File: config.mk
export PLATFORM = sky130hd
export DESIGN_NAME = pattern_gen_color_bytes
export DESIGN_NICKNAME = d
export VERILOG_FILES = /design/src/rtl/pattern_gen_color_bytes.v
export VERILOG_INCLUDE_DIRS = /design/src /design/src/rtl
export SDC_FILE = /design/constraint.sdc
export NUM_CORES = 1
export LEC_CHECK = 0
export BUFFER_PORTS_ARGS = -buffer_cell sky130_fd_sc_hd__buf_2
export CELL_PAD_IN_SITES_DETAIL_PLACEMENT = 1
export CELL_PAD_IN_SITES_GLOBAL_PLACEMENT = 2
export CORE_ASPECT_RATIO = 0.5
export CORE_MARGIN = 1.5
export CORE_UTILIZATION = 40
export DETAILED_ROUTE_END_ITERATION = 10
export HOLD_SLACK_MARGIN = 0.08
export PLACE_DENSITY_LB_ADDON = 0.1
export SLEW_MARGIN = 40
export SYNTH_ARGS = -nofsm -noshare
export SYNTH_HDL_FRONTEND = slang
export SYNTH_SLANG_ARGS = --single-unit
File: constraint.sdc
create_clock -name ref_clk -period 8.6 [get_ports ref_clk]
set_input_delay 2.58 -clock ref_clk [delete_from_list [all_inputs] [get_ports ref_clk]]
set_output_delay 2.58 -clock ref_clk [all_outputs]
set_load 0.01 [all_outputs]
File: src/rtl/pattern_gen_color_bytes_defs.vh
// register offsets, reset values and sizes of the pattern generator color byte table
`ifndef PATTERN_GEN_COLOR_BYTES_DEFS_VH
`define PATTERN_GEN_COLOR_BYTES_DEFS_VH

// ************************************************
// register offsets
// ************************************************
`define COLOR_BYTE_ZERO_OFS   8'h10
`define COLOR_BYTE_ONE_OFS    8'h11
`define COLOR_BYTE_TWO_OFS    8'h12
`define COLOR_BYTE_THREE_OFS  8'h13
`define COLOR_BYTE_FOUR_OFS   8'h14
`define COLOR_BYTE_FIVE_OFS   8'h15
`define COLOR_BYTE_SIX_OFS    8'h16
`define COLOR_BYTE_SEVEN_OFS  8'h17
`define COLOR_BYTE_EIGHT_OFS  8'h18
`define COLOR_BYTE_NINE_OFS   8'h19
`define COLOR_BYTE_TEN_OFS    8'h1a
`define COLOR_BYTE_ELEVEN_OFS 8'h1b
`define COLOR_BYTE_TWELVE_OFS 8'h1c
`define COLOR_BYTE_THIRTEEN_OFS 8'h1d
`define COLOR_BYTE_FOURTEEN_OFS 8'h1e

// ************************************************
// reset values
// ************************************************
`define COLOR_BYTE_ZERO_RST   8'haa
`define COLOR_BYTE_ONE_RST    8'h33
`define COLOR_BYTE_TWO_RST    8'hf0
`define COLOR_BYTE_THREE_RST  8'h7f
`define COLOR_BYTE_FOUR_RST   8'h55
`define COLOR_BYTE_FIVE_RST   8'hcc
`define COLOR_BYTE_SIX_RST    8'h0f
`define COLOR_BYTE_SEVEN_RST  8'h80
`define COLOR_BYTE_UPPER_RST  8'h00

// ************************************************
// table shape and modes
// ************************************************
`define COLOR_BYTE_COUNT      15
`define COLOR_BAR_COUNT       8
`define COLOR_LAST_INDEX      4'he
`define MODE_COLOR_BAR        1'b0
`define MODE_FIXED_COLOR      1'b1
`define READ_UNMAPPED         8'h00

`endif

File: src/rtl/pattern_gen_color_bytes.v
// color byte table of the test pattern generator with register port and byte output
//
// Functional notes
// - in color bar mode bar 4 emits the byte at offset 0x14, which resets to 0x55.
// - in color bar mode bar 5 emits the byte at offset 0x15, which resets to 0xcc.
// - in color bar mode bar 6 emits the byte at offset 0x16, which resets to 0x0f.
// - in color bar mode bar 7 emits the byte at offset 0x17, which resets to 0x80.
// - in fixed color mode sequence bytes five to eight come from offsets 0x14 to 0x17 in order.
// - in fixed color mode sequence bytes nine to twelve come from offsets 0x18 to 0x1b, resetting to 0x00.
// - offsets 0x10 to 0x13 give bars 0 to 3 and the first four fixed color bytes.
// - offsets 0x1c to 0x1e give fixed color bytes thirteen to fifteen and serve fixed mode only.
//
// Decided for this implementation: the plain strobed port.
`timescale 1ns/1ps
`include "pattern_gen_color_bytes_defs.vh"

module pattern_gen_color_bytes #(
    parameter BYTE_W = 8
) (
    // clock and reset
    input wire ref_clk,
    input wire resetn,
    // register port
    input wire [7:0] reg_addr,
    input wire [BYTE_W-1:0] reg_wdata,
    input wire reg_wr,
    input wire reg_rd,
    output reg [BYTE_W-1:0] reg_rdata,
    // pattern side
    input wire gen_mode,
    input wire gen_restart,
    input wire gen_req,
    input wire [2:0] gen_bar,
    output reg [BYTE_W-1:0] gen_byte,
    output reg gen_valid,
    output reg [3:0] gen_pos
);

    // ************************************************
    // reset synchroniser
    // ************************************************
    reg rst_meta_reg;
    reg rst_sync_reg;

    always @(posedge ref_clk or negedge resetn) begin
        if (!resetn) begin
            rst_meta_reg <= 1'b0;
            rst_sync_reg <= 1'b0;
        end else begin
            rst_meta_reg <= 1'b1;
            rst_sync_reg <= rst_meta_reg;
        end
    end

    wire rst_n = rst_sync_reg;

    // ************************************************
    // table constants
    // ************************************************
    localparam ENTRIES = `COLOR_BYTE_COUNT;
    localparam [3:0] FIRST_POS = 4'h0;
    // position 15 is never reached; the sequence wraps after the last entry
    localparam [3:0] LAST_POS = `COLOR_LAST_INDEX;
    localparam [BYTE_W-1:0] UNMAPPED_BYTE = `READ_UNMAPPED;

    // ************************************************
    // decode helpers
    // ************************************************
    // offset to table slot: bit 4 marks a hit, bits 3:0 name the entry
    function [4:0] slot_of;
        input [7:0] addr;
        begin
            case (addr)
                `COLOR_BYTE_ZERO_OFS: begin
                    slot_of = 5'h10;
                end
                `COLOR_BYTE_ONE_OFS: begin
                    slot_of = 5'h11;
                end
                `COLOR_BYTE_TWO_OFS: begin
                    slot_of = 5'h12;
                end
                `COLOR_BYTE_THREE_OFS: begin
                    slot_of = 5'h13;
                end
                `COLOR_BYTE_FOUR_OFS: begin
                    slot_of = 5'h14;
                end
                `COLOR_BYTE_FIVE_OFS: begin
                    slot_of = 5'h15;
                end
                `COLOR_BYTE_SIX_OFS: begin
                    slot_of = 5'h16;
                end
                `COLOR_BYTE_SEVEN_OFS: begin
                    slot_of = 5'h17;
                end
                `COLOR_BYTE_EIGHT_OFS: begin
                    slot_of = 5'h18;
                end
                `COLOR_BYTE_NINE_OFS: begin
                    slot_of = 5'h19;
                end
                `COLOR_BYTE_TEN_OFS: begin
                    slot_of = 5'h1a;
                end
                `COLOR_BYTE_ELEVEN_OFS: begin
                    slot_of = 5'h1b;
                end
                `COLOR_BYTE_TWELVE_OFS: begin
                    slot_of = 5'h1c;
                end
                `COLOR_BYTE_THIRTEEN_OFS: begin
                    slot_of = 5'h1d;
                end
                `COLOR_BYTE_FOURTEEN_OFS: begin
                    slot_of = 5'h1e;
                end
                default: begin
                    slot_of = 5'h00;
                end
            endcase
        end
    endfunction

    // reset value of each entry; entries past bar 7 clear to zero
    function [7:0] reset_value;
        input integer idx;
        begin
            case (idx)
                0: begin
                    reset_value = `COLOR_BYTE_ZERO_RST;
                end
                1: begin
                    reset_value = `COLOR_BYTE_ONE_RST;
                end
                2: begin
                    reset_value = `COLOR_BYTE_TWO_RST;
                end
                3: begin
                    reset_value = `COLOR_BYTE_THREE_RST;
                end
                4: begin
                    reset_value = `COLOR_BYTE_FOUR_RST;
                end
                5: begin
                    reset_value = `COLOR_BYTE_FIVE_RST;
                end
                6: begin
                    reset_value = `COLOR_BYTE_SIX_RST;
                end
                7: begin
                    reset_value = `COLOR_BYTE_SEVEN_RST;
                end
                default: begin
                    reset_value = `COLOR_BYTE_UPPER_RST;
                end
            endcase
        end
    endfunction

    // true while the fixed color sequence is selected
    function is_fixed;
        input mode;
        begin
            is_fixed = (mode == `MODE_FIXED_COLOR);
        end
    endfunction

    // next fixed color position, wrapping after the last table entry
    function [3:0] step_pos;
        input [3:0] pos;
        begin
            if (pos == LAST_POS) begin
                step_pos = FIRST_POS;
            end else begin
                step_pos = pos + 4'h1;
            end
        end
    endfunction

    // table entry that a request picks in either mode
    function [3:0] emit_slot;
        input mode;
        input [2:0] bar;
        input [3:0] pos;
        begin
            if (is_fixed(mode)) begin
                emit_slot = pos;
            end else begin
                emit_slot = {1'b0, bar};
            end
        end
    endfunction

    // ************************************************
    // write decode
    // ************************************************
    // one decode serves both the write and the read path
    wire [4:0] bus_slot = slot_of(reg_addr);
    wire [ENTRIES-1:0] wr_sel;

    genvar gi;
    generate
        for (gi = 0; gi < ENTRIES; gi = gi + 1) begin : g_wr_sel
            assign wr_sel[gi] = reg_wr && bus_slot[4] && (bus_slot[3:0] == gi);
        end
    endgenerate

    // ************************************************
    // color byte table
    // ************************************************
    reg [BYTE_W-1:0] color_reg [0:ENTRIES-1];
    integer k;

    // a write lands at its edge; a request in that same cycle still sees the old byte
    // software write path
    always @(posedge ref_clk or negedge rst_n) begin
        if (!rst_n) begin
            for (k = 0; k < ENTRIES; k = k + 1) begin
                color_reg[k] <= reset_value(k);
            end
        end else begin
            for (k = 0; k < ENTRIES; k = k + 1) begin
                if (wr_sel[k]) begin
                    color_reg[k] <= reg_wdata;
                end
            end
        end
    end

    // ************************************************
    // register read
    // ************************************************
    // read data hold until the next read strobe
    // readback of every byte
    always @(posedge ref_clk or negedge rst_n) begin
        if (!rst_n) begin
            reg_rdata <= {BYTE_W{1'b0}};
        end else if (reg_rd) begin
            if (bus_slot[4]) begin
                reg_rdata <= color_reg[bus_slot[3:0]];
            end else begin
                // unmapped offsets read as zero so software never sees a stale byte
                reg_rdata <= UNMAPPED_BYTE;
            end
        end
    end

    // ************************************************
    // byte selection
    // ************************************************
    // the sample is taken in the request cycle, so a write in an earlier
    // cycle is always seen and a same-cycle write shows from the next byte
    wire [3:0] sel_idx = emit_slot(gen_mode, gen_bar, gen_pos);
    reg [3:0] pos_next;

    always @* begin
        pos_next = gen_pos;
        if (is_fixed(gen_mode) && gen_req) begin
            pos_next = step_pos(gen_pos);
        end
        // restart wins over an advance in the same cycle
        if (gen_restart) begin
            pos_next = FIRST_POS;
        end
    end

    // ************************************************
    // byte output
    // ************************************************
    // gen_byte holds between requests so a slow consumer may sample late
    // registered table byte
    always @(posedge ref_clk or negedge rst_n) begin
        if (!rst_n) begin
            gen_byte <= {BYTE_W{1'b0}};
        end else if (gen_req) begin
            gen_byte <= color_reg[sel_idx];
        end
    end

    // one strobe per request, a cycle after it
    always @(posedge ref_clk or negedge rst_n) begin
        if (!rst_n) begin
            gen_valid <= 1'b0;
        end else begin
            gen_valid <= gen_req;
        end
    end

    // ************************************************
    // fixed color position
    // ************************************************
    // restart is honoured in either mode so a switch to fixed color starts clean
    always @(posedge ref_clk or negedge rst_n) begin
        if (!rst_n) begin
            gen_pos <= FIRST_POS;
        end else begin
            gen_pos <= pos_next;
        end
    end

endmodule

Word level (Yosys, flattened, before mapping) --
Memory sizes are Yosys's and may differ from the RTL's. Index checks and enable logic that the tools add are counted.
Word-level totals: bits in read-only memories 160, memories kept 1, logic and storage cells 74, input port bits 26, register bits after elaboration 143, output and inout bits 21
Operators by class: reduce and logical (&&, ||, !) cells 20, multiplexer cells 12, order comparisons 2, equality and inequality tests 15, $add $sub $neg 1, bitwise gates (word level) 2
Memory list:
- (name not given) | words 32, bits a word 5, read ports 1, clocked after memory_dff 0, wr ports 0, line pattern_gen_color_bytes.v:73 | case (addr)
Operator list (count):
- $bmux 8 s4 | 2
- $mux 8 | 5
- $eq 4x4->1 const B | 8
- $logic_and 1x1->1 | 17
- $eq 4x3->1 const B | 4
- $mux 4 | 4
- $ge 5x5->1 const B | 2
- $not 4->5 | 2
- $eq 4x2->1 const B | 2
- $mux 5 | 1
- $add 4x1->4 const B | 1
- $eq 4x1->1 const B | 1
- $logic_not 4->1 | 1
- $logic_not 3->1 | 1
- $reduce_bool 2->1 | 1

Longest topological paths before layout --
Gate-level depths: netlist of run 1.
word-level depth 7, gate-level depth with buffers 8

Worst setup path before layout of run 1 --
No wires, ideal clock.
path kind input to register, start in gen_mode, end reg gen_byte[3], required time 8458 ps, stages 6, slack 4167 ps, data arrival time 4291 ps, path through buf_4 mux2i_1 buf_6 mux4_2 o211ai_1 o221ai_1
Between the ends: cells in the longest elaborated chain, start to end 5
RTL lines:
- start: declaration | line pattern_gen_color_bytes.v:30 | input wire gen_mode,
- $mux 4 | line pattern_gen_color_bytes.v:188 | if (is_fixed(mode)) begin
- $not 4->5 (not written as such) | line pattern_gen_color_bytes.v:278 | gen_byte <= color_reg[sel_idx];
- $bmux 8 s4 | line pattern_gen_color_bytes.v:278
- $mux 8 (not written as such) (2 in series) | line pattern_gen_color_bytes.v:278
- end signal: assignment | line pattern_gen_color_bytes.v:276 | gen_byte <= {BYTE_W{1'b0}};
- end signal: assignment | line pattern_gen_color_bytes.v:278
- end: declaration | line pattern_gen_color_bytes.v:34 | output reg [BYTE_W-1:0] gen_byte,
Every way passes these cells. The select of a mux whose other input is x is not followed. A chain may end at the register's enable or synchronous reset.

Worst setup path in the final report of run 1 --
start in reg_addr[6], end reg color_reg[11] (netlist name)
Between the ends: cells in the longest elaborated chain, start to end 4
RTL lines:
- start: declaration | line pattern_gen_color_bytes.v:24 | input wire [7:0] reg_addr,
- $logic_not 3->1 * | line pattern_gen_color_bytes.v:73
- $mux 5 * | line pattern_gen_color_bytes.v:73
- $eq 4x4->1 / $logic_and 1x1->1 (equally long branches) | line pattern_gen_color_bytes.v:206 | assign wr_sel[gi] = reg_wr && bus_slot[4] && (bus_slot[3:0] == gi);
- $logic_and 1x1->1 * | line pattern_gen_color_bytes.v:206
- end signal: indexed assignment | line pattern_gen_color_bytes.v:221 | color_reg[k] <= reset_value(k);
- end signal: indexed assignment | line pattern_gen_color_bytes.v:226 | color_reg[k] <= reg_wdata;
- end: declaration | line pattern_gen_color_bytes.v:213 | reg [BYTE_W-1:0] color_reg [0:ENTRIES-1];
Every way passes the cells marked *; elsewhere a longest branch is shown, timed or not.

==> metrics.txt, run 1 <==
arrival time worst endpoint 4960 ps; GRT Total Usage around 30%; TritonCTS Sinks 143; CTS Buf Count 17; multi-input logic area 3890 um^2; num rows 35; TritonCTS clock tree done; # fillers 2040; status finished, final reports clean; Worst Hold Class flop to async pin; measured slew at the worst slew-check pin 809 ps; RSZ-0062 raised after global routing false; Max-slew headroom between 40 and 50%; Total Wirelength between 20000 and 30000 um; Clock Pin Slew Worst Setup and Hold Paths 60 ps; H-tree depth 4; Leak 0.00392 uW; Max-Cap Viols 0; area delta synth->final 14.0%; post-synth net total 749; setup tns final 0 ps; first-pass GRT wire length 43000 um; Post-CTS Setup Bufs 0; initial antenna violation count 1; post-DP HPWL ~19000 um; post-synth top area cell dfrtp_1; vias approximately 6200; syn_area_per_cell 10.7 um^2; Final Hold Fails 0; Horiz. Die Dim 200 um; Synth top cells by count 124 x mux2_2, 111 x dfrtp_1, 94 x nand2_1, 33 x o21ai_0; share of cells above drive strength 1 between 30% and 40%; worst skew pair latency 440 ps; Final Net Count 774; Tcrit/Tclk final 54.0%; endpoint type of the worst setup path flop; Post-synth EDFFs 0; Inst Count DP 986; max reg flops 120; Clock Skews approximately 11 ps; GPL Wtd Cong 0.889; core area 18700 um^2; Post-CTS Resized 0; storage element area 3620 um^2; Yosys reg bits 143; critical path type input port to flop; Remaining DRCs 0; IO Pins 47; clk root buf clkbuf_16; Hold Buf Count CTS 0; Synth cell types 53; starting density of the core 41.4%; share of the synthesized area in the top cell type 35.8%; final slew viol count 0; DRT Pass-1 Iters 7; DR WL/cell 28.0 um; Final setup viols 0; Synth async-reset ratio 100%; top_reg_cell synth dfrtp_1; ranking of synthesized cells by area dfrtp_1 36%, mux2_2 18%, dfstp_2 11%; DRT antenna net count 0; crit start category input port; fmax 0.215 GHz; Seq/Total Area, Yosys 46.7%; DRT iter0 DRCs 430; global route total overflow 0; mapped cell area 7750 um^2; Clock Path Buffers 2; largest net degree at the start of global routing 55; CP required between 8000 and 9000 ps; synthesized instance count about 720; detail-routed via count per cell 6.05; Peak supply drop 0.000142 V; Post-Layout Cell Count 1018; PwrDens 201 nW/um^2; CP Max Fanout 16; crit path time final roughly 4600 ps; antenna cells 0; most common cell in the netlist mux2_2; Synth warnings 0; vias in the first global route 6352; Die H 101 um; Die Area slightly above 20000 um^2; Port Buffers 46
-- final timing paths --
path | slack [ps] | end | from | depth (start not counted)
min in group ref_clk | 360 | rst_n | rst_meta_reg | 0
max | 3960 | color_reg[11] | reg_addr[6] | 5
max in group asynchronous | 6570 | rst_n | resetn | 1
max reg2reg | 6220 | gen_byte[6] | gen_pos[0] | 5
min | 310 | color_reg[25] | rst_n | 0
min reg2reg | 310 | color_reg[25] | rst_n | 0
-- layout by cell type (no fill, tap or decap), types with 3 or more instances in the layout --
master,n
nand3b_1,7
mux2i_4,3
mux2i_1,12
inv_1,13
and2_1,3
o211ai_1,10
clkbuf_16,17
nand2b_1,4
o22ai_1,18
nand3_1,25
mux2_2,124
a31oi_1,12
o22a_1,5
nor2_1,32
and3_1,14
dfrtp_1,110
dfstp_2,32
nand4_1,3
nor2b_1,6
o2bb2ai_1,3
nor2_2,3
buf_4,10
o221ai_1,10
a22o_1,3
bufinv_16,4
clkinv_4,4
buf_2,46
nor3_1,6
nor3_4,6
o21ai_0,33
a311oi_1,9
mux4_2,10
a21oi_1,32
nand2_1,94
inv_6,3
-- power breakdown --
part           internal, uW  switching [uW]  total, uW
Sequential              712            33.0        745
Clock                   500             324        823
Combinational          71.5             133        204
-- critical path, stage by stage --
cell and delay [ps]:
buf_2 110, or4b_2 980, nor2_2 370, and3_1 510
mux2_2 390
-- metrics by stage --
step	hold WS (ps)	cell area, um^2	total power (uW)	setup slack, ps	util [%]
final	314	8840	1770	3960	47.3
after global routing	362	8840	1830	3910	47.3
after CTS	347	8830	1780	3900	47.2
after detailed placement	337	8190	956	3450	43.8
after global placement	332	8190	952	3480	43.8
after floorplan	331	7750	870	4170	-
-- logic make-up (layout without fill, tap and decap cells) --
family                   count (synthesis)  in the layout  synth area share (%)
other                                    1              1                0.0484
multiplexers                           150            150                  23.0
flip-flops                             143            143                  46.7
AND/OR/NAND/NOR                        213            213                  13.7
buffers and inverters                   63            101                  3.71
adder cells (fa/ha/maj)                  2              2                 0.323
AO/OA/AOI/OAI                          149            149                  12.5
-- area by class of cell --
| type | instances | share of cell area [%] |
|---|---|---|
| multi-input cells | 515 | 44.0 |
| flip-flops and latches | 143 | 41.0 |
| clock buffers | 18 | 4.97 |
| well taps | 259 | 3.67 |
| repair buffers | 56 | 3.46 |
| clock inverters | 14 | 2.32 |
| inverters | 13 | 0.552 |
-- metal layers --
layer / track usage [%] / vias up / part of all wire, %
li1: - / 2709 / -
met5: 0 / - / 0.042
met1: 44.9 / 3215 / 49
met4: 6.42 / 2 / 0.87
met2: 40.5 / 203 / 40
met3: 11.2 / 28 / 9.5
(Power assumes the default switching activity.)
==> inputs of run 2 (changes only) <==
- ABC_AREA: unset -> 1
- CORE_UTILIZATION: 40 -> 33
- clock period: 8.6 -> 3.7 ns (I/O delays scaled with it)
==> run 2 against run 1 <==
  * Die area up 31%
  * Area after synthesis up 8.4%
  * Global-route usage down 3.1 points
  * Synthesized cell count up 55%
  * Setup slack worse by 3000 ps
  * Clock-buffer cell count up 3
  * Sequential power up 120%
  * Combinational power rose to 2.6 times the previous value
  * Clock skew down 1.7 ps
  * Critical endpoint is now gen_byte[7]
  * Clock power up 130%
  * Critical path type unchanged
==> metrics.txt, run 2 <==
status finished, final reports clean; most frequent cells in the layout 374 x nand2_1, 110 x dfrtp_1, 87 x inv_1; final worst slack 949 ps (-3010 ps); pre-CTS setup slack 514 ps (-2940 ps); clk root buf clkbuf_16; crit path time final 2750 ps; PwrDens 427 nW/um^2 (+110%); largest net degree at the start of global routing 89 (+62%); share of the synthesized area in the top cell type 33.1% (-2.8 points); Tcrit/Tclk final 74.4%; Max-slew headroom 43.1% (-2.8 points); post-synth top area cell dfrtp_1; syn_area_per_cell 7.49 um^2 (-30%); Total Wirelength 33800 um (+19%); critical path type input port to flop; Final Net Count 1177 (+52%); final slew viol count 0 (unchanged); Clock Skews 9.50 ps (-1.68 ps); Clock Path Buffers 2 (unchanged); worst reg2reg setup slack 1370 ps (-4850 ps); Hold Buf Count CTS 0 (unchanged); setup tns final 0 ps (unchanged); initial antenna violation count 0 (-1); measured slew at the worst slew-check pin 853 ps (+43.6 ps); starting density of the core 33.5% (-8.0 points); arrival time worst endpoint 3140 ps (-1820 ps); TritonCTS clock tree done; H-tree depth 4 (unchanged); Die Area 26500 um^2 (+31%); Max-Cap Viols 0 (unchanged); area delta synth->final 13.9%; CP Max Fanout 20 (+4); Synth async-reset ratio 100% (unchanged); IO Pins 47 (unchanged); share of cells above drive strength 1 20.3% (-16 points); num rows 41 (+17%); Seq/Total Area, Yosys 43.1% (-3.6 points); Inst Count DP 1474 (+49%); GPL Wtd Cong 0.889 (about the same); Final Hold Fails 0 (unchanged); DR WL/cell 22.5 um (-20%); vias 7815 (+27%); most common cell after layout, fill and taps aside nand2_1; Die H 116 um (+14%); CP required 4090 ps (-4820 ps); Post-CTS Resized 0 (unchanged); max reg flops 120 (unchanged); detail-routed via count per cell 5.19 (-14%); top_reg_cell synth dfrtp_1; Post-synth EDFFs 0 (unchanged); crit start category input port; Leak 0.00459 uW (+17%); Worst Hold Class flop to async pin; ranking of synthesized cells by area dfrtp_1 33%, nand2_1 17%, dfstp_2 10%; global route total overflow 0 (unchanged); vias in the first global route 7669 (+21%); synthesized instance count 1121 (+55%); Peak supply drop 0.000272 V (+92%); Final setup viols 0 (unchanged); post-synth net total 1149 (+53%); core area 25100 um^2 (+34%); Synth warnings 0 (unchanged); fmax 0.363 GHz; Post-CTS Setup Bufs 0 (unchanged); worst skew pair latency 460 ps (+20 ps); Critical R2R Launch gen_pos[0]; worst-case reg-to-reg path depth 10 (+5); antenna cells 0 (unchanged); Port Buffers 46 (unchanged); CTS Buf Count 17 (unchanged); endpoint type of the worst setup path flop; Post-Layout Cell Count 1506 (+48%); post-DP HPWL 23900 um (+25%); RSZ-0062 raised after global routing false; mapped cell area 8400 um^2 (+8.4%); TritonCTS Sinks 143 (unchanged); Synth cell types 33 (-38%); DRT iter0 DRCs 594 (+38%); DRT antenna net count 0 (unchanged); worst r2r dst gen_byte[7]; Synth top cells by count 374 x nand2_1, 111 x dfrtp_1, 93 x inv_1, 85 x nand3_1, 74 x o21ai_1; Clock Pin Slew Worst Setup and Hold Paths 60 ps (about the same); Yosys reg bits 143 (unchanged); DRT Pass-1 Iters 5 (-2); most common cell in the netlist nand2_1; Horiz. Die Dim 229 um (+14%); first-pass GRT wire length 51100 um (+19%); Remaining DRCs 0 (unchanged); GRT Total Usage 26.8% (-3.1 points)
## run 2: cell types whose count changed in the layout (fill, tap and decap cells not counted), moves of 52 or more
cell	previous run	this run
nand2_1	94	374
nand3_1	25	85
mux2_2	124	0
inv_1	13	87
o21ai_2	0	52
o21ai_1	0	73
## run 2: how the worst max path moves through the flow
stage                     slack (ps)   startpoint  depth (start not counted)       endpoint
final                            950     gen_mode                         11    gen_byte[7]
after CTS                        990     gen_mode                         11    gen_byte[7]
after detailed placement         510     gen_mode                         11    gen_byte[7]
after global routing             840     gen_mode                         11    gen_byte[7]
after floorplan                 1220  reg_addr[6]                         12  color_reg[58]
after global placement           520  reg_addr[1]                         12   reg_rdata[5]
## run 2: critical path, stage by stage
cell and delay [ps]:
buf_2 170, nand2_1 130, o21ai_4 80, inv_1 630, buf_4 310, nor2_1 60
o211ai_1 190, nand3_1 150, nand2_1 180, nand2_1 70, nand2_1 70
## run 2: layer usage
metal	global-route usage, %	vias to the layer above	share of wire, %
met5	0	-	0
met4	6.58	0	1.1
met3	6.13	23	6.1
met2	37.4	190	40
met1	41.1	3935	53
li1	-	3667	-
## run 2: kinds of logic (layout without fill, tap and decap cells)
family                   after synthesis  count (layout)  share of synthesized area, %
AO/OA/AOI/OAI                        240             240                          17.3
XOR/XNOR                               1               1                         0.104
adder cells (fa/ha/maj)                2               2                         0.298
buffers and inverters                166             207                          9.15
flip-flops                           143             143                          43.1
other                                  1               1                        0.0446
AND/OR/NAND/NOR                      568             568                          30.0
## run 2: layout make-up
class | instances | area [um^2]
multi-input cells | 812 | 4020
clock inverters | 11 | 166
flip-flops and latches | 143 | 3620
clock buffers | 21 | 440
well taps | 344 | 430
inverters | 105 | 408
repair buffers | 70 | 473
fillers | 3120 | 15500
## run 2: power by group
part           internal, uW  leakage [uW]  switching, uW
Clock                  1120      0.000287            758
Sequential             1620       0.00186           46.9
Combinational           156       0.00245            380
## run 2: stage by stage
step           hold slack [ps]  util (%)  area (um^2)  total power, uW
2_1_floorplan              331         -         8400             1990
3_3_place_gp               342      35.5         8920             2210
3_5_place_dp               283      35.7         8960             2230
4_1_cts                    289      38.1         9560             4110
5_1_grt                    288      38.1         9560             4230
6_report                   269      38.1         9560             4090
